### src/verilog/amhw_map.svh
`ifndef AMHW_MAP_SVH
`define AMHW_MAP_SVH
// ======================================================
// register selects and reset values
`define AMHW_ADDR_ASEL 1'h0
`define AMHW_ADDR_HLS 1'h1
`define AMHW_ASEL_RST 8'h00
`define AMHW_HLS_RST 8'h00
`define AMHW_BYTE_ZERO 8'h00
// ======================================================
// analog_select_ctrl fields
`define AMHW_ISRC_ON_BIT 7
`define AMHW_LVL_HI 6
`define AMHW_LVL_LO 5
`define AMHW_GAIN_BIT 4
`define AMHW_SEL_HI 3
`define AMHW_SEL_LO 0
// ======================================================
// hall_wake_status_ctrl fields
`define AMHW_WAKE_ST_BIT 5
`define AMHW_HOC_BIT 4
`define AMHW_HST_BIT 3
`define AMHW_HEN_BIT 2
`define AMHW_HPD_BIT 1
`define AMHW_HMS_BIT 0
// ======================================================
// source select codes
`define AMHW_SRC_HS3 4'h6
`define AMHW_SRC_UNUSED 4'h7
`define AMHW_SRC_TEMP 4'h8
`define AMHW_SRC_AIN 4'hA
`define AMHW_SRC_REF 4'hB
// ======================================================
// synchroniser lanes
`define AMHW_SYNC_W 4
`define AMHW_SI_HGP 0
`define AMHW_SI_HCUR 1
`define AMHW_SI_HOC 2
`define AMHW_SI_WAKE 3
`endif

### src/verilog/amhw_pkg.sv
`default_nettype none
package amhw_pkg;
   typedef logic [7:0] amhw_byte_t;
   typedef enum logic [1:0] {
      MODE_RUN,
      MODE_STOP,
      MODE_SLEEP
   } amhw_mode_e;
endpackage
`default_nettype wire

### src/verilog/amhw_ctrl.sv
// Function
// - 4-bit select routes HB1-4 sense (0-3), HS1-3 sense (4-6) to output
// - codes 8-11 temp, supply, analog pin, reference; 7, 12-15 unused
// - current source drives only with power stage, selection and enable
// - 2-bit level field picks 40, 120, 320 uA or highest level
// - current source off in STOP or SLEEP regardless of enable
// - gain select 1 low, 0 high amplification for half-bridge sense
// - reset clears enable, level, gain and source select
// - mode bit set gives two-pin hall input, clear gives plain input
// - two-pin mode with enable switches supply on and sense circuitry
// - hall state 0 for high current or low pin, else 1
// - two-pin over-current sets flag; write 1 clears; reset clears
// - plain input mode pull-up follows disable bit; on after reset
// - RUN-only hall state change sets hall irq flag; mask gates request
// - wake state flag reflects wake-up input level
// - in RUN both wake input edges raise irq when enabled
// - wake level stored on low-power entry; change then starts wake-up
// - wake from SLEEP by wake input sets wakeflag; write 1 clears
// - reset clears hall enable, pull-up disable and hall mode
`timescale 1ns/10ps
`default_nettype none
`include "amhw_map.svh"
module amhw_ctrl (
   input wire logic SYS_CLK,
   input wire logic NRST,
   input wire logic REG_ADDR,
   input wire logic REG_WR,
   input wire logic [7:0] REG_WDATA,
   output var logic [7:0] REG_RDATA,
   input wire logic POWER_STAGE_ON,
   input wire logic STOP_MODE,
   input wire logic SLEEP_MODE,
   input wire logic HALL_PIN,
   input wire logic HALL_CUR_BELOW,
   input wire logic HALL_OVERCUR,
   input wire logic WAKE_IN_PIN,
   input wire logic HALL_IRQ_EN,
   input wire logic HALL_IRQ_CLR,
   input wire logic WAKE_IN_IRQ_EN,
   input wire logic WAKE_IN_IRQ_CLR,
   input wire logic WAKEFLAG_CLR,
   output var logic [3:0] MUX_SEL,
   output var logic MUX_VALID,
   output var logic SENSE_GAIN_SEL,
   output var logic [1:0] ISRC_LEVEL,
   output var logic ISRC_AIN_ON,
   output var logic ISRC_REF_ON,
   output var logic HALL_SUPPLY_ON,
   output var logic HALL_SENSE_ON,
   output var logic HALL_PULLUP_ON,
   output var logic HALL_IRQ_FLAG,
   output var logic HALL_IRQ,
   output var logic WAKE_IN_IRQ_FLAG,
   output var logic WAKE_IN_IRQ,
   output var logic WAKE_REQ,
   output var logic WAKE_IN_WAKEFLAG
);
   amhw_pkg::amhw_byte_t asel_q;
   amhw_pkg::amhw_mode_e mode_q;
   logic hall_mode_q, hall_en_q, hall_pd_q, hall_oc_q;
   logic hall_state_q, hall_prev_q, hall_flag_q;
   logic wake_prev_q, wake_flag_q, wake_store_q, lp_prev_q, wakeflag_q;
   logic hall_flag_d, wake_flag_d, wake_req_d, lp_w, sel_valid_w;
   logic wr_asel, wr_hls;
   logic [3:0] sel_w;
   logic [`AMHW_SYNC_W-1:0] pin_raw, pin_s;

   // ======================================================
   // input synchronisation
   assign pin_raw = {WAKE_IN_PIN, HALL_OVERCUR, HALL_CUR_BELOW, HALL_PIN};
   amhw_sync u_sync (
      .clk(SYS_CLK),
      .nrst(NRST),
      .din(pin_raw),
      .dout(pin_s)
   );

   // ======================================================
   // register writes
   assign wr_asel = REG_WR && (REG_ADDR == `AMHW_ADDR_ASEL);
   assign wr_hls = REG_WR && (REG_ADDR == `AMHW_ADDR_HLS);
   assign sel_w = asel_q[`AMHW_SEL_HI:`AMHW_SEL_LO];

   always_ff @(posedge SYS_CLK) begin
      if (!NRST) begin
         asel_q <= `AMHW_ASEL_RST;
      end else if (wr_asel) begin
         asel_q <= REG_WDATA;
      end
   end

   always_ff @(posedge SYS_CLK) begin
      if (!NRST) begin
         hall_mode_q <= 1'b0;
         hall_en_q <= 1'b0;
         hall_pd_q <= 1'b0;
      end else if (wr_hls) begin
         hall_mode_q <= REG_WDATA[`AMHW_HMS_BIT];
         hall_en_q <= REG_WDATA[`AMHW_HEN_BIT];
         hall_pd_q <= REG_WDATA[`AMHW_HPD_BIT];
      end
   end

   // set beats a same-cycle write-one clear
   always_ff @(posedge SYS_CLK) begin
      if (!NRST) begin
         hall_oc_q <= 1'b0;
      end else if (hall_mode_q && pin_s[`AMHW_SI_HOC]) begin
         hall_oc_q <= 1'b1;
      end else if (wr_hls && REG_WDATA[`AMHW_HOC_BIT]) begin
         hall_oc_q <= 1'b0;
      end
   end

   // ======================================================
   // power mode tracking
   always_ff @(posedge SYS_CLK) begin
      if (!NRST) begin
         mode_q <= amhw_pkg::MODE_RUN;
      end else if (SLEEP_MODE) begin
         mode_q <= amhw_pkg::MODE_SLEEP;
      end else if (STOP_MODE) begin
         mode_q <= amhw_pkg::MODE_STOP;
      end else begin
         mode_q <= amhw_pkg::MODE_RUN;
      end
   end

   always_comb begin
      case (mode_q)
         amhw_pkg::MODE_RUN: lp_w = 1'b0;
         default: lp_w = 1'b1;
      endcase
   end

   always_ff @(posedge SYS_CLK) begin
      if (!NRST) begin
         lp_prev_q <= 1'b0;
      end else begin
         lp_prev_q <= lp_w;
      end
   end

   // ======================================================
   // analog select outputs
   assign sel_valid_w = (sel_w <= `AMHW_SRC_HS3) ||
      ((sel_w >= `AMHW_SRC_TEMP) && (sel_w <= `AMHW_SRC_REF));

   always_ff @(posedge SYS_CLK) begin
      if (!NRST) begin
         MUX_SEL <= 4'h0;
         MUX_VALID <= 1'b1;
         SENSE_GAIN_SEL <= 1'b0;
         ISRC_LEVEL <= 2'h0;
         ISRC_AIN_ON <= 1'b0;
         ISRC_REF_ON <= 1'b0;
      end else begin
         MUX_SEL <= sel_w;
         MUX_VALID <= sel_valid_w;
         SENSE_GAIN_SEL <= asel_q[`AMHW_GAIN_BIT];
         ISRC_LEVEL <= asel_q[`AMHW_LVL_HI:`AMHW_LVL_LO];
         // gating is late in the path, but the source drops one cycle after mode_q leaves RUN
         ISRC_AIN_ON <= POWER_STAGE_ON && asel_q[`AMHW_ISRC_ON_BIT] &&
            (sel_w == `AMHW_SRC_AIN) && !lp_w;
         ISRC_REF_ON <= POWER_STAGE_ON && asel_q[`AMHW_ISRC_ON_BIT] &&
            (sel_w == `AMHW_SRC_REF) && !lp_w;
      end
   end

   // ======================================================
   // hall input
   always_ff @(posedge SYS_CLK) begin
      if (!NRST) begin
         HALL_SUPPLY_ON <= 1'b0;
         HALL_SENSE_ON <= 1'b0;
         HALL_PULLUP_ON <= 1'b1;
         hall_state_q <= 1'b0;
         hall_prev_q <= 1'b0;
      end else begin
         HALL_SUPPLY_ON <= hall_mode_q && hall_en_q;
         HALL_SENSE_ON <= hall_mode_q && hall_en_q;
         HALL_PULLUP_ON <= !hall_mode_q && !hall_pd_q;
         hall_state_q <= hall_mode_q ? pin_s[`AMHW_SI_HCUR] :
            pin_s[`AMHW_SI_HGP];
         hall_prev_q <= hall_state_q;
      end
   end

   // flag edges after a mode switch are real state changes too
   always_comb begin
      hall_flag_d = hall_flag_q && !HALL_IRQ_CLR;
      if ((hall_state_q != hall_prev_q) && !lp_w) begin
         hall_flag_d = 1'b1;
      end
   end

   always_ff @(posedge SYS_CLK) begin
      if (!NRST) begin
         hall_flag_q <= 1'b0;
         HALL_IRQ_FLAG <= 1'b0;
         HALL_IRQ <= 1'b0;
      end else begin
         hall_flag_q <= hall_flag_d;
         HALL_IRQ_FLAG <= hall_flag_d;
         HALL_IRQ <= hall_flag_d && HALL_IRQ_EN;
      end
   end

   // ======================================================
   // wake-up input
   always_comb begin
      wake_flag_d = wake_flag_q && !WAKE_IN_IRQ_CLR;
      if ((pin_s[`AMHW_SI_WAKE] != wake_prev_q) && !lp_w) begin
         wake_flag_d = 1'b1;
      end
   end

   // stored level is valid one cycle after entry, hence lp_prev_q
   assign wake_req_d = lp_w && lp_prev_q &&
      (pin_s[`AMHW_SI_WAKE] != wake_store_q);

   always_ff @(posedge SYS_CLK) begin
      if (!NRST) begin
         wake_store_q <= 1'b0;
      end else if (lp_w && !lp_prev_q) begin
         wake_store_q <= pin_s[`AMHW_SI_WAKE];
      end
   end

   always_ff @(posedge SYS_CLK) begin
      if (!NRST) begin
         wake_prev_q <= 1'b0;
         wake_flag_q <= 1'b0;
         WAKE_IN_IRQ_FLAG <= 1'b0;
         WAKE_IN_IRQ <= 1'b0;
         WAKE_REQ <= 1'b0;
      end else begin
         wake_prev_q <= pin_s[`AMHW_SI_WAKE];
         wake_flag_q <= wake_flag_d;
         WAKE_IN_IRQ_FLAG <= wake_flag_d;
         WAKE_IN_IRQ <= wake_flag_d && WAKE_IN_IRQ_EN;
         WAKE_REQ <= wake_req_d;
      end
   end

   always_ff @(posedge SYS_CLK) begin
      if (!NRST) begin
         wakeflag_q <= 1'b0;
      end else if (wake_req_d && (mode_q == amhw_pkg::MODE_SLEEP)) begin
         wakeflag_q <= 1'b1;
      end else if (WAKEFLAG_CLR) begin
         wakeflag_q <= 1'b0;
      end
   end
   assign WAKE_IN_WAKEFLAG = wakeflag_q;

   // ======================================================
   // read data, one cycle behind the address
   always_ff @(posedge SYS_CLK) begin
      if (!NRST) begin
         REG_RDATA <= `AMHW_BYTE_ZERO;
      end else if (REG_ADDR == `AMHW_ADDR_ASEL) begin
         REG_RDATA <= asel_q;
      end else begin
         REG_RDATA <= `AMHW_BYTE_ZERO;
         REG_RDATA[`AMHW_WAKE_ST_BIT] <= pin_s[`AMHW_SI_WAKE];
         REG_RDATA[`AMHW_HOC_BIT] <= hall_oc_q;
         REG_RDATA[`AMHW_HST_BIT] <= hall_state_q;
         REG_RDATA[`AMHW_HEN_BIT] <= hall_en_q;
         REG_RDATA[`AMHW_HPD_BIT] <= hall_pd_q;
         REG_RDATA[`AMHW_HMS_BIT] <= hall_mode_q;
      end
   end
endmodule
`default_nettype wire

### src/verilog/amhw_sync.sv
`timescale 1ns/10ps
`default_nettype none
`include "amhw_map.svh"
module amhw_sync (
   input wire logic clk,
   input wire logic nrst,
   input wire logic [`AMHW_SYNC_W-1:0] din,
   output var logic [`AMHW_SYNC_W-1:0] dout
);
   logic [`AMHW_SYNC_W-1:0] st1_q;
   logic [`AMHW_SYNC_W-1:0] st2_q;
   logic [`AMHW_SYNC_W-1:0] st3_q;
   // ======================================================
   // three stages per lane; level accepted once stage 2 and 3 agree
   genvar i;
   generate
      for (i = 0; i < `AMHW_SYNC_W; i = i + 1) begin : g_lane
         always_ff @(posedge clk) begin
            if (!nrst) begin
               st1_q[i] <= 1'b0;
               st2_q[i] <= 1'b0;
               st3_q[i] <= 1'b0;
               dout[i] <= 1'b0;
            end else begin
               st1_q[i] <= din[i];
               st2_q[i] <= st1_q[i];
               st3_q[i] <= st2_q[i];
               if (st2_q[i] == st3_q[i]) begin
                  dout[i] <= st3_q[i];
               end
            end
         end
      end
   endgenerate
endmodule
`default_nettype wire
### config.mk
export PLATFORM = sky130hd
export DESIGN_NAME = amhw_ctrl
export DESIGN_NICKNAME = d
export VERILOG_FILES = /design/src/verilog/amhw_pkg.sv /design/src/verilog/amhw_ctrl.sv /design/src/verilog/amhw_sync.sv
export VERILOG_INCLUDE_DIRS = /design/src /design/src/verilog
export SDC_FILE = /design/constraint.sdc
export NUM_CORES = 1
export LEC_CHECK = 0
export CORE_UTILIZATION = 45
export DETAILED_ROUTE_END_ITERATION = 16
export DONT_BUFFER_PORTS = 1
export MAX_ROUTING_LAYER = met4
export SYNTH_ARGS = -nofsm -noshare
export SYNTH_HDL_FRONTEND = slang
export SYNTH_SLANG_ARGS = --single-unit
### constraint.sdc
create_clock -name SYS_CLK -period 2.87 [get_ports SYS_CLK]
set_input_delay 0.287 -clock SYS_CLK [delete_from_list [all_inputs] [get_ports SYS_CLK]]
set_output_delay 0.287 -clock SYS_CLK [all_outputs]
set_load 0.02 [all_outputs]
==> results of run 1 <==
report_power, final:
group	leakage [nW]	switching [mW]	internal, mW	total [mW]
registers	0.496	0.0218	0.870	0.892
logic	0.290	0.0147	0.0253	0.0400
clock network	0.102	0.291	0.463	0.754
total	0.888	0.327	1.36	1.69
how the worst max path moves through the flow:
| stage | start | cells past startpoint | slack (ns) | endpoint |
|---|---|---|---|---|
| after floorplan | u_sync.dout[3] | 4 | 1.80 | WAKE_IN_WAKEFLAG |
| after global routing | u_sync.dout[3] | 3 | 1.68 | WAKE_IN_WAKEFLAG |
| after detailed placement | REG_WR | 3 | 1.70 | asel_q[5] |
| final | HALL_SENSE_ON | 0 | 1.72 | HALL_SUPPLY_ON |
| after CTS | HALL_SENSE_ON | 0 | 1.70 | HALL_SUPPLY_ON |
| after global placement | REG_WR | 3 | 1.73 | asel_q[7] |
stage by stage:
step | instance area, um2 | power [mW] | hold WS (ns)
final | 2233 | 1.686 | 0.03048
after global placement | 2034 | 0.9495 | 0.3636
after global routing | 2233 | 1.735 | 0.02153
after floorplan | 2031 | 0.9539 | 0.3590
after detailed placement | 2034 | 0.9516 | 0.3663
after CTS | 2233 | 1.706 | 0.01230
layout make-up:
class	instances	area (um2)	area share
Inverter	2	7.507	0.003361
Tap cell	52	65.06	0.02913
Clock inverter	1	30.03	0.01345
Multi-Input combinational cell	112	740.7	0.3317
Sequential cell	61	1221	0.5468
Clock buffer	13	168.9	0.07563
placed cells by master (no fill, tap or decap), types with 2 or more instances in the layout:
cell,Yosys,layout
nor2_1,6,6
a21boi_0,8,8
o21ai_0,6,6
and3b_1,3,3
clkbuf_8,0,12
mux2i_1,15,15
nand3_1,4,4
xor2_1,3,3
inv_1,2,2
nand2_1,12,12
a21oi_1,2,2
nor2b_1,21,21
dfxtp_1,61,61
and2_1,22,22
sequential cells by signal, indices dropped and copies added (netlist names), 2 cells and up:
register / flops
mode_q: 2
MUX_SEL: 4
ISRC_LEVEL: 2
u_sync.dout: 4
u_sync.st2_q: 4
REG_RDATA: 8
u_sync.st3_q: 4
u_sync.st1_q: 4
asel_q: 8
kinds of logic (layout without fill, tap and decap cells):
family	after synthesis	in the layout	share of synthesized area
AOI/OAI and AO/OA	20	20	0.06532
xor gates and xnor gates	3	3	0.01294
muxes	15	15	0.07394
buffers and inverters	12	16	0.03388
and+or+nand+nor	74	74	0.2126
DFF	61	61	0.6014
metal layers:
layer / vias to the layer above / part of all wire / track usage
met5: - / 0 / -
met4: 0 / 0.031 / 0.1020
met3: 10 / 0.056 / 0.04360
met2: 37 / 0.44 / 0.2104
met1: 510 / 0.47 / 0.1706
li1: 602 / - / -
==> impl_metrics.sql, run 1 <==
INSERT INTO impl_metrics (metric_group, metric, value, unit) VALUES
('synthesis', 'syn_avg_cell_area', '10.98', 'um2'),
('timing', 'finalHoldViolations', '0', ''),
('placed_design', 'portBuffers', '0', ''),
('run', 'max-cap-violations', '0', ''),
('floorplanning', 'initial_utilization', '0.4664', ''),
('synthesis', 'synth.cells.most_frequent', 'dfxtp_1, and2_1, nor2b_1', ''),
('placed_design', 'numPlacedInstances', '227', ''),
('synthesis', 'post-synth-top-count-cell', 'dfxtp_1', ''),
('synthesis', 'syn-num-nets', '209', ''),
('clock_network', 'hold_buffers', '0', ''),
('floorplanning', 'rows', '24', ''),
('setup_path', 'worst_ep_required_time', '2.58', 'ns'),
('synthesis', 'synth.area.top_cells', 'dfxtp_1, mux2i_1, and2_1, nor2b_1, a21boi_0', ''),
('min_path', 'hold-path-cell-count', '1', ''),
('drt', 'detailedRoute.firstPassIterationCount', '4', ''),
('global_route', 'grt_first_pass_wirelength', '5092', 'um'),
('setup_path', 'r2r-start', 'u_sync.dout[3]', ''),
('timing', 'rsz0062_at_grt', 'false', ''),
('setup_path', 'setup.worst_path.class', 'reg -> out', ''),
('synthesis', 'asyncSetResetFlopFracSynth', '0', ''),
('timing', 'finalSetupTns', '0', 'ns'),
('layout', 'final_core_utilization', '0.5129', ''),
('placed_design', 'place_hpwl', '2039', 'um'),
('drt', 'routed_via_density', '4.809', ''),
('global_route', 'grtUsageTotal', '0.1447', ''),
('global_route', 'grt_overflow', '0', ''),
('min_path', 'hold_start', 'SLEEP_MODE', ''),
('drt', 'vias', '1159', ''),
('run_status', 'outcome', 'complete, no violations', ''),
('clock_network', 'cts_tree', 'built', ''),
('setup_path', 'crit_path_end_kind', 'output pin', ''),
('layout', 'fill_cells', '393', ''),
('timing', 'final_max_slew_viol_count', '0', ''),
('clock_network', 'clock_insertion_delay_worst_skew', '0.32', 'ns'),
('floorplanning', 'fp.dieW', '69.18', 'um'),
('floorplanning', 'die_area', '0.004785', 'mm2'),
('timing', 'max_freq', '868.9', 'MHz'),
('synthesis', 'synth_seq_area_share', '0.6014', ''),
('synthesis', 'yosys_most_used_dff', 'dfxtp_1', ''),
('drt', 'drc', '0', ''),
('setup_path', 'timing.reg2reg.setup_slack', '1.77', 'ns'),
('placed_design', 'global_placement_routability_congestion', '0.7890', ''),
('setup_path', 'r2r_end', 'WAKE_IN_WAKEFLAG', ''),
('timing', 'worst_pin_slew', '0.5246', 'ns'),
('clock_network', 'cts_post_setup_buffers_inserted', '0', ''),
('clock_network', 'cts_made_buffers', '9', ''),
('power', 'power_per_cell_area', '754.8', 'mW/mm2'),
('clock_network', 'ctsRootBufferMaster', 'clkbuf_8', ''),
('clock_network', 'cts-resized-gates', '0', ''),
('synthesis', 'area_share_of_the_largest_cell_type_after_synthesis', '0.6014', ''),
('clock_network', 'cts_num_sinks', '61', ''),
('placed_design', 'placement.setup.worst_slack', '1.703', 'ns'),
('clock_network', 'htree_num_levels', '3', ''),
('floorplanning', 'ports_placed_on_the_boundary', '51', ''),
('timing', 'slew-limit-headroom', '0.6487', ''),
('clock_network', 'cts-root-to-sink-buffers', '2', ''),
('layout', 'layout-drive-gt1-share', '0.08466', ''),
('layout', 'finalNonFillerCells', '241', ''),
('drt', 'wire_per_inst', '13.07', 'um'),
('synthesis', 'synth.largest_area_cell', 'dfxtp_1', ''),
('layout', 'areaGrowthSynthToFinish', '9.981', '%'),
('global_route', 'grt_pass1_vias', '1041', ''),
('synthesis', 'post_synth_instance_area', '0.002031', 'mm2'),
('synthesis', 'postSynthCellCount', '185', ''),
('synthesis', 'synth-seq-cells', '61', ''),
('timing', 'finalClockSkew', '0.006250', 'ns'),
('floorplanning', 'core_area', '0.004354', 'mm2'),
('synthesis', 'synth-warning-count', '0', ''),
('timing', 'final_period_minus_worst_setup_slack', '1.151', 'ns'),
('setup_path', 'cp.arrival', '0.86', 'ns'),
('clock_network', 'path_clk_slew', '0.06', 'ns');
Note: power is estimated with default switching activity, not from simulation.
==> run 2, diff against run 1 <==
--- a/config.mk
+++ b/config.mk
@@ -6,6 +6,7 @@
 export SDC_FILE = /design/constraint.sdc
 export NUM_CORES = 1
 export LEC_CHECK = 0
+export ABC_AREA = 1
 export CORE_UTILIZATION = 45
 export DETAILED_ROUTE_END_ITERATION = 16
 export DONT_BUFFER_PORTS = 1
==> constraint.sdc (replaced) <==
create_clock -name SYS_CLK -period 1.2 [get_ports SYS_CLK]
set_input_delay 0.12 -clock SYS_CLK [delete_from_list [all_inputs] [get_ports SYS_CLK]]
set_output_delay 0.12 -clock SYS_CLK [all_outputs]
set_load 0.02 [all_outputs]
==> run 2 against run 1 <==
  * Synthesized area rose by 2.5%
  * Via count up 24%
  * Design area increased by 12%
  * Global-route usage is 2.4 points higher
  * Largest power group unchanged
==> impl_metrics.sql, run 2 <==
INSERT INTO impl_metrics (metric_group, metric, value, unit) VALUES
('drt', 'vias', '1436', ''),
('layout', 'most_frequent_cells_in_the_layout', 'dfxtp_1, inv_1, nand2_1, nor2_1, dlygate4sd3_1', ''),
('power', 'netSwitchingFraction', '0.2260', ''),
('clock_network', 'cts_num_sinks', '61', ''),
('setup_path', 'critical_path.n_buffers_inverters', '3', ''),
('timing', 'layout_worst_path_cycle_share', '0.9179', ''),
('floorplanning', 'die_area', '0.004900', 'mm2'),
('synthesis', 'synth_area_in_compound_gates', '0.1257', ''),
('drt', 'wire_per_inst', '11.54', 'um'),
('power', 'combinational_power_share', '0.062', ''),
('synthesis', 'post_synth_fa_ha_maj_area_fraction', '0', ''),
('clock_network', 'cts_tree', 'built', ''),
('timing', 'finalSetupTns', '0', 'ns'),
('power', 'power', '4.039', 'mW'),
('placed_design', 'global_placement_routability_congestion', '0.7659', ''),
('timing', 'finalClockSkew', '0.004287', 'ns'),
('min_path', 'hold-path-cell-count', '2', ''),
('placed_design', 'place_hpwl', '2236', 'um'),
('global_route', 'grt_pass1_vias', '1328', ''),
('power', 'p_seq_frac', '0.540', ''),
('floorplanning', 'rows', '24', ''),
('drt', 'final_routed_wirelength_across_all_metal_layers', '3682', 'um'),
('synthesis', 'synth.largest_area_cell', 'dfxtp_1', ''),
('layout', 'finished_layout_cell_area', '0.002501', 'mm2'),
('timing', 'final_max_slew_viol_count', '0', ''),
('setup_path', 'critPathMostFrequentCell', 'dlygate4sd3_1', ''),
('drt', 'routed_via_density', '4.502', ''),
('setup_path', 'crit_path_end_kind', 'flop', ''),
('setup_path', 'reg2regPathDepth', '2', ''),
('global_route', 'grt_overflow', '0', ''),
('synthesis', 'post-synth-top-count-cell', 'dfxtp_1', ''),
('synthesis', 'syn_avg_cell_area', '8.854', 'um2'),
('synthesis', 'synth_seq_area_share', '0.5869', ''),
('clock_network', 'cts_made_buffers', '9', ''),
('run', 'max-cap-violations', '0', ''),
('synthesis', 'synth_simple_gate_area_frac', '0.1636', ''),
('drt', 'drt_iter0_drc', '66', ''),
('drt', 'ant_nets', '0', ''),
('power', 'irDropWorstVdd', '872.9', 'uV'),
('synthesis', 'post_synth_instance_area', '0.002081', 'mm2'),
('layout', 'antenna_cells_inserted', '0', ''),
('synthesis', 'synth-seq-cells', '61', ''),
('placed_design', 'portBuffers', '0', ''),
('global_route', 'grt_start_max_net_pins', '42', ''),
('global_route', 'met3_global_route_usage', '0.06205', ''),
('synthesis', 'synth.cells.most_frequent', 'dfxtp_1, inv_1, nand2_1', ''),
('floorplanning', 'core_area', '0.004414', 'mm2'),
('power', 'net_switching', '0.9126', 'mW'),
('global_route', 'grt_first_pass_wirelength', '5982', 'um'),
('synthesis', 'muxShareOfSynthArea', '0', ''),
('clock_network', 'cts-root-to-sink-buffers', '2', ''),
('layout', 'areaGrowthSynthToFinish', '20.20', '%'),
('synthesis', 'synth.area.top_cells', 'dfxtp_1, inv_1, nand2_1, nor2_1, a21oi_1', ''),
('timing', 'worst_pin_slew', '0.4927', 'ns'),
('clock_network', 'ctsRootBufferMaster', 'clkbuf_8', ''),
('placed_design', 'postPlaceCellArea', '0.002061', 'mm2'),
('floorplanning', 'ports_placed_on_the_boundary', '51', ''),
('power', 'p_clk_frac', '0.398', ''),
('setup_path', 'cp.arrival', '1.32', 'ns'),
('global_route', 'grtUsageTotal', '0.1682', ''),
('setup_path', 'path_depth', '4', ''),
('synthesis', 'syn-num-nets', '259', ''),
('global_route', 'number_of_antenna_violations_at_the_first_check_in_global_routing', '0', ''),
('setup_path', 'setup.worst_path.class', 'in -> reg', ''),
('clock_network', 'htree_num_levels', '3', ''),
('run_status', 'outcome', 'complete, no violations', ''),
('floorplanning', 'die_y', '70', 'um'),
('synthesis', 'synth-edff-count', '0', ''),
('global_route', 'grt_most_used_layer', 'met2', ''),
('setup_path', 'slowest_delay', '0.56', 'ns'),
('clock_network', 'path_clk_slew', '0.06', 'ns'),
('layout', 'final_core_utilization', '0.5666', ''),
('timing', 'report.final.setup_viol', '0', ''),
('power', 'power.static_leakage', '1.206', 'nW'),
('timing', 'slew-limit-headroom', '0.6715', ''),
('setup_path', 'worst_ep_required_time', '1.42', 'ns'),
('synthesis', 'asyncSetResetFlopFracSynth', '0', ''),
('timing', 'max_freq', '907.9', 'MHz'),
('power', 'power_per_cell_area', '1615', 'mW/mm2'),
('synthesis', 'synth-xor-area-share', '0', ''),
('timing', 'finalHoldViolations', '0', ''),
('timing', 'rsz0062_at_grt', 'false', ''),
('floorplanning', 'fp.dieW', '70', 'um'),
('timing', 'final_period_minus_worst_setup_slack', '1.101', 'ns'),
('power', 'power.internal', '3.126', 'mW'),
('setup_path', 'crit_path_cell_trace', 'dlygate4sd3_1, nand2_1, dlygate4sd3_1, inv_1', ''),
('drt', 'drc', '0', ''),
('layout', 'biggestRegsByFlops', 'REG_RDATA x8, asel_q x8', ''),
('setup_path', 'critPathTopFamily', 'buffers and inverters', ''),
('layout', 'layout-drive-gt1-share', '0.1086', ''),
('layout', 'final_common_cell', 'dfxtp_1', ''),
('synthesis', 'yosys_most_used_dff', 'dfxtp_1', ''),
('global_route', 'grtUsageMet1', '0.2002', ''),
('synthesis', 'netlist-cell-type-count', '27', ''),
('global_route', 'grtUsageMet2', '0.2489', ''),
('drt', 'detailedRoute.firstPassIterationCount', '4', ''),
('synthesis', 'main_combinational_cell_family_by_area_after_synthesis', 'simple AND/OR/NAND/NOR gates', ''),
('synthesis', 'synth-warning-count', '0', ''),
('synthesis', 'postSynthCellCount', '235', ''),
('setup_path', 'crit_slowest_cell', 'dlygate4sd3_1', ''),
('floorplanning', 'initial_utilization', '0.4714', ''),
('setup_path', 'critical_path_maximum_fanout', '2', ''),
('clock_network', 'clock_insertion_delay_worst_skew', '0.32', 'ns'),
('synthesis', 'area_share_of_the_largest_cell_type_after_synthesis', '0.5869', ''),
('min_path', 'min_path_type', 'in -> reg', ''),
('setup_path', 'crit_path_start_kind', 'input port', ''),
('layout', 'final_nets', '287', '');
## run 2: cell types whose count changed after synthesis, sizes merged, moves of 8 or more
cell	change
nor2b	-22
and2	-23
mux2i	-15
a21oi	+17
a21boi	-8
o21ai	+15
inv	+42
nor2	+22
nand2	+29
## run 2: path summary, 6_finish.rpt
check,startpoint,endpoint,slack (ns)
setup reg to reg,u_sync.dout[3],WAKE_REQ,0.28
hold reg to reg,u_sync.st1_q[2],u_sync.st2_q[2],0.41
hold / removal,REG_WDATA[2],hall_en_q,0.006
setup / recovery,SLEEP_MODE,mode_q[1],0.1
## run 2: power by group through the flow
stage          registers [mW]  clock network, mW  logic [mW]
2_1_floorplan            2.22                  0       0.172
3_3_place_gp             2.23                  0       0.149
3_5_place_dp             2.23                  0       0.149
4_1_cts                  2.18               1.67       0.249
5_1_grt                  2.19               1.74       0.281
6_report                 2.18               1.61       0.249
## run 2: area by class of cell
cell class | instances | area, um2
Multi-Input combinational cell | 122 | 601.8
Sequential cell | 61 | 1221
Tap cell | 52 | 65.06
Fill cell | 406 | 1913
Clock buffer | 14 | 172.7
Timing Repair Buffer | 25 | 262.8
Clock inverter | 1 | 5.005
Inverter | 44 | 172.7
## run 2: logic make-up (layout without fill, tap and decap cells)
kind of cell,Yosys count,in the layout
AO/OA/AOI/OAI,43,43
buffers and inverters,52,84
flip-flops,61,61
AND/OR/NAND/NOR,79,79
## run 2: what timing repair did
action | CTS | global route
setup buffers | 0 | 0
hold endpoints to repair | 55 | 0
gates resized for setup | 0 | 1
hold buffers | 25 | 0
setup endpoints to repair | 0 | 2
## run 2: per-stage QoR
| step | hold WS [ns] | instances | worst slack (ns) |
|---|---|---|---|
| after floorplan | 0.1916 | 235 | 0.3561 |
| after global placement | 0.1966 | 279 | 0.3269 |
| after detailed placement | 0.1960 | 279 | 0.2899 |
| after CTS | 0.01498 | 319 | 0.04104 |
| after global routing | 0.01999 | 319 | 0.06055 |
| final | 0.006078 | 319 | 0.09854 |
## run 2: metal layers
layer	wire [um]	vias up
li1	-	770
met1	1794	622
met2	1651	42
met3	206	2
met4	29	0
met5	0	-
==> run 3, diff against run 2 <==
--- a/config.mk
+++ b/config.mk
@@ -11,6 +11,7 @@
 export DETAILED_ROUTE_END_ITERATION = 16
 export DONT_BUFFER_PORTS = 1
 export MAX_ROUTING_LAYER = met4
+export PLACE_DENSITY = 0.64
 export SYNTH_ARGS = -nofsm -noshare
 export SYNTH_HDL_FRONTEND = slang
 export SYNTH_SLANG_ARGS = --single-unit
==> run 3 against run 2 <==
  * Die area stayed put
  * Critical endpoint is now mode_q[0]
  * First-iteration DRC count is 7.6% lower
  * Routed wire length is 7.2% lower
  * Largest power group unchanged
  * Clock power is 14% higher
==> impl_metrics.sql, run 3 (same netlist as run 2, synthesis figures left out) <==
INSERT INTO impl_metrics (metric_group, metric, value, unit) VALUES
('placed_design', 'postPlaceCellArea', '0.002061', 'mm2'),
('setup_path', 'worst_ep_required_time', '1.48', 'ns'),
('placed_design', 'placement.setup.worst_slack', '0.3010', 'ns'),
('drt', 'drt_iter0_drc', '61', ''),
('clock_network', 'htree_num_levels', '3', ''),
('layout', 'sequential_cell_area', '0.001221', 'mm2'),
('power', 'netSwitchingFraction', '0.2185', ''),
('drt', 'drc', '0', ''),
('drt', 'detailedRoute.firstPassIterationCount', '4', ''),
('floorplanning', 'rows', '24', ''),
('clock_network', 'ctsRootBufferMaster', 'clkbuf_8', ''),
('power', 'power_per_cell_area', '1714', 'mW/mm2'),
('timing', 'finalSetupTns', '0', 'ns'),
('min_path', 'min_path_type', 'in -> reg', ''),
('floorplanning', 'die_y', '70', 'um'),
('layout', 'finalNonFillerCells', '315', ''),
('timing', 'report.final.setup_viol', '0', ''),
('layout', 'finished_layout_cell_area', '0.002484', 'mm2'),
('setup_path', 'critical_path_maximum_fanout', '2', ''),
('global_route', 'grtUsageTotal', '0.1633', ''),
('placed_design', 'numPlacedInstances', '279', ''),
('global_route', 'grt_overflow', '0', ''),
('timing', 'worst_pin_slew', '0.4977', 'ns'),
('timing', 'final_period_minus_worst_setup_slack', '1.041', 'ns'),
('layout', 'multi_input_area', '601.8', 'um2'),
('floorplanning', 'ports_placed_on_the_boundary', '51', ''),
('drt', 'ant_nets', '0', ''),
('layout', 'fill_cells', '392', ''),
('layout', 'final_common_cell', 'dfxtp_1', ''),
('run', 'max-cap-violations', '0', ''),
('floorplanning', 'initial_utilization', '0.4714', ''),
('drt', 'vias', '1449', ''),
('setup_path', 'setup.worst_path.class', 'in -> reg', ''),
('power', 'p_seq_frac', '0.513', ''),
('setup_path', 'critPathMostFrequentCell', 'dlygate4sd3_1', ''),
('power', 'combinational_power_share', '0.056', ''),
('timing', 'max_freq', '960.2', 'MHz'),
('setup_path', 'cp.arrival', '1.32', 'ns'),
('timing', 'finalClockSkew', '0.005615', 'ns'),
('setup_path', 'crit_slowest_cell', 'dlygate4sd3_1', ''),
('timing', 'rsz0062_at_grt', 'false', ''),
('setup_path', 'slowest_delay', '0.55', 'ns'),
('clock_network', 'cts-root-to-sink-buffers', '2', ''),
('timing', 'final_ws_setup', '0.1585', 'ns'),
('timing', 'layout_worst_path_cycle_share', '0.8679', ''),
('floorplanning', 'core_area', '0.004414', 'mm2'),
('clock_network', 'cts_tree', 'built', ''),
('power', 'irDropWorstVdd', '1024', 'uV'),
('power', 'power.static_leakage', '1.210', 'nW'),
('power', 'p_clk_frac', '0.432', ''),
('setup_path', 'crit_path_start_kind', 'input port', ''),
('layout', 'final_nets', '282', ''),
('setup_path', 'crit_path_end_kind', 'flop', ''),
('timing', 'final_max_slew_viol_count', '0', ''),
('global_route', 'number_of_antenna_violations_at_the_first_check_in_global_routing', '0', ''),
('layout', 'biggestRegsByFlops', 'REG_RDATA x8, asel_q x8', ''),
('floorplanning', 'fp.dieW', '70', 'um'),
('clock_network', 'clock_insertion_delay_worst_skew', '0.33', 'ns'),
('layout', 'layout-drive-gt1-share', '0.1217', ''),
('clock_network', 'cts_num_sinks', '61', ''),
('layout', 'most_frequent_cells_in_the_layout', 'dfxtp_1, inv_1, nand2_1, nor2_1, dlygate4sd3_1', ''),
('drt', 'routed_via_density', '4.600', ''),
('global_route', 'grt_first_pass_wirelength', '5733', 'um'),
('timing', 'finalHoldViolations', '0', ''),
('timing', 'slew-limit-headroom', '0.6682', ''),
('clock_network', 'path_clk_slew', '0.06', 'ns'),
('drt', 'final_routed_wirelength_across_all_metal_layers', '3418', 'um'),
('global_route', 'grt_start_max_net_pins', '46', ''),
('layout', 'areaGrowthSynthToFinish', '19.36', '%'),
('placed_design', 'global_placement_routability_congestion', '0.7407', ''),
('setup_path', 'crit_path_cell_trace', 'dlygate4sd3_1, nor2_1, dlygate4sd3_1', ''),
('clock_network', 'cts_made_buffers', '9', ''),
('placed_design', 'portBuffers', '0', ''),
('layout', 'antenna_cells_inserted', '0', ''),
('power', 'power', '4.256', 'mW'),
('placed_design', 'place_hpwl', '2210', 'um'),
('drt', 'wire_per_inst', '10.85', 'um'),
('run_status', 'outcome', 'complete, no violations', ''),
('floorplanning', 'die_area', '0.004900', 'mm2'),
('global_route', 'grt_pass1_vias', '1242', ''),
('power', 'net_switching', '0.9301', 'mW'),
('power', 'power.internal', '3.326', 'mW');
## run 3: cell types whose count changed in the layout (fill, tap and decap cells not counted)
cell and change:
dlygate4sd3_1 -5, clkbuf_1 -2, clkinv_2 +2, bufinv_16 +1
## run 3: layer usage
layer  vias to the layer above  GRT usage  part of all wire
met4                         0     0.1000             0.021
met5                         -          -                 0
met2                        45     0.2201              0.46
met1                       624     0.1995              0.46
met3                        10    0.07071             0.061
li1                        770          -                 -
## run 3: what timing repair did
item,CTS,global route
gates resized for setup,0,1
hold endpoints to repair,55,0
hold buffers,20,0
setup buffers,0,0
setup endpoints to repair,0,1
## run 3: power groups by stage
stage          Sequential (mW)  Combinational [mW]  Clock [mW]
3_3_place_gp              2.23               0.149           0
5_1_grt                   2.19               0.269        2.00
6_report                  2.18               0.236        1.84
2_1_floorplan             2.22               0.172           0
3_5_place_dp              2.23               0.150           0
4_1_cts                   2.18               0.238        1.90
## run 3: worst paths after layout
kind                   startpoint               to  slack, ns  depth (start not counted)
hold reg to reg   u_sync.st1_q[3]  u_sync.st2_q[3]       0.41                          2
setup / recovery       SLEEP_MODE        mode_q[0]       0.16                          3
hold / removal       REG_WDATA[7]        asel_q[7]       0.02                          2
setup reg to reg   u_sync.dout[3]         WAKE_REQ       0.30                          2
## run 3: critical path, delay by kind of cell
| family | cells | cell delay (ns) |
|---|---|---|
| buf+inv | 2 | 1.09 |
| simple gates | 1 | 0.10 |
## run 3: final cells by class
class / count / area share
Multi-Input combinational cell: 122 / 0.2423
Clock inverter: 4 / 0.01814
Clock buffer: 12 / 0.06650
Tap cell: 52 / 0.02620
Inverter: 44 / 0.06952
Sequential cell: 61 / 0.4917
Timing Repair Buffer: 20 / 0.08564
## run 3: through the flow
stage,hold WS [ns],utilization
global placement,0.1956,0.4668
floorplan,0.1916,-
finish,0.01858,0.5626
global route,0.04443,0.5626
CTS,0.004239,0.5621
detailed placement,0.1984,0.4668
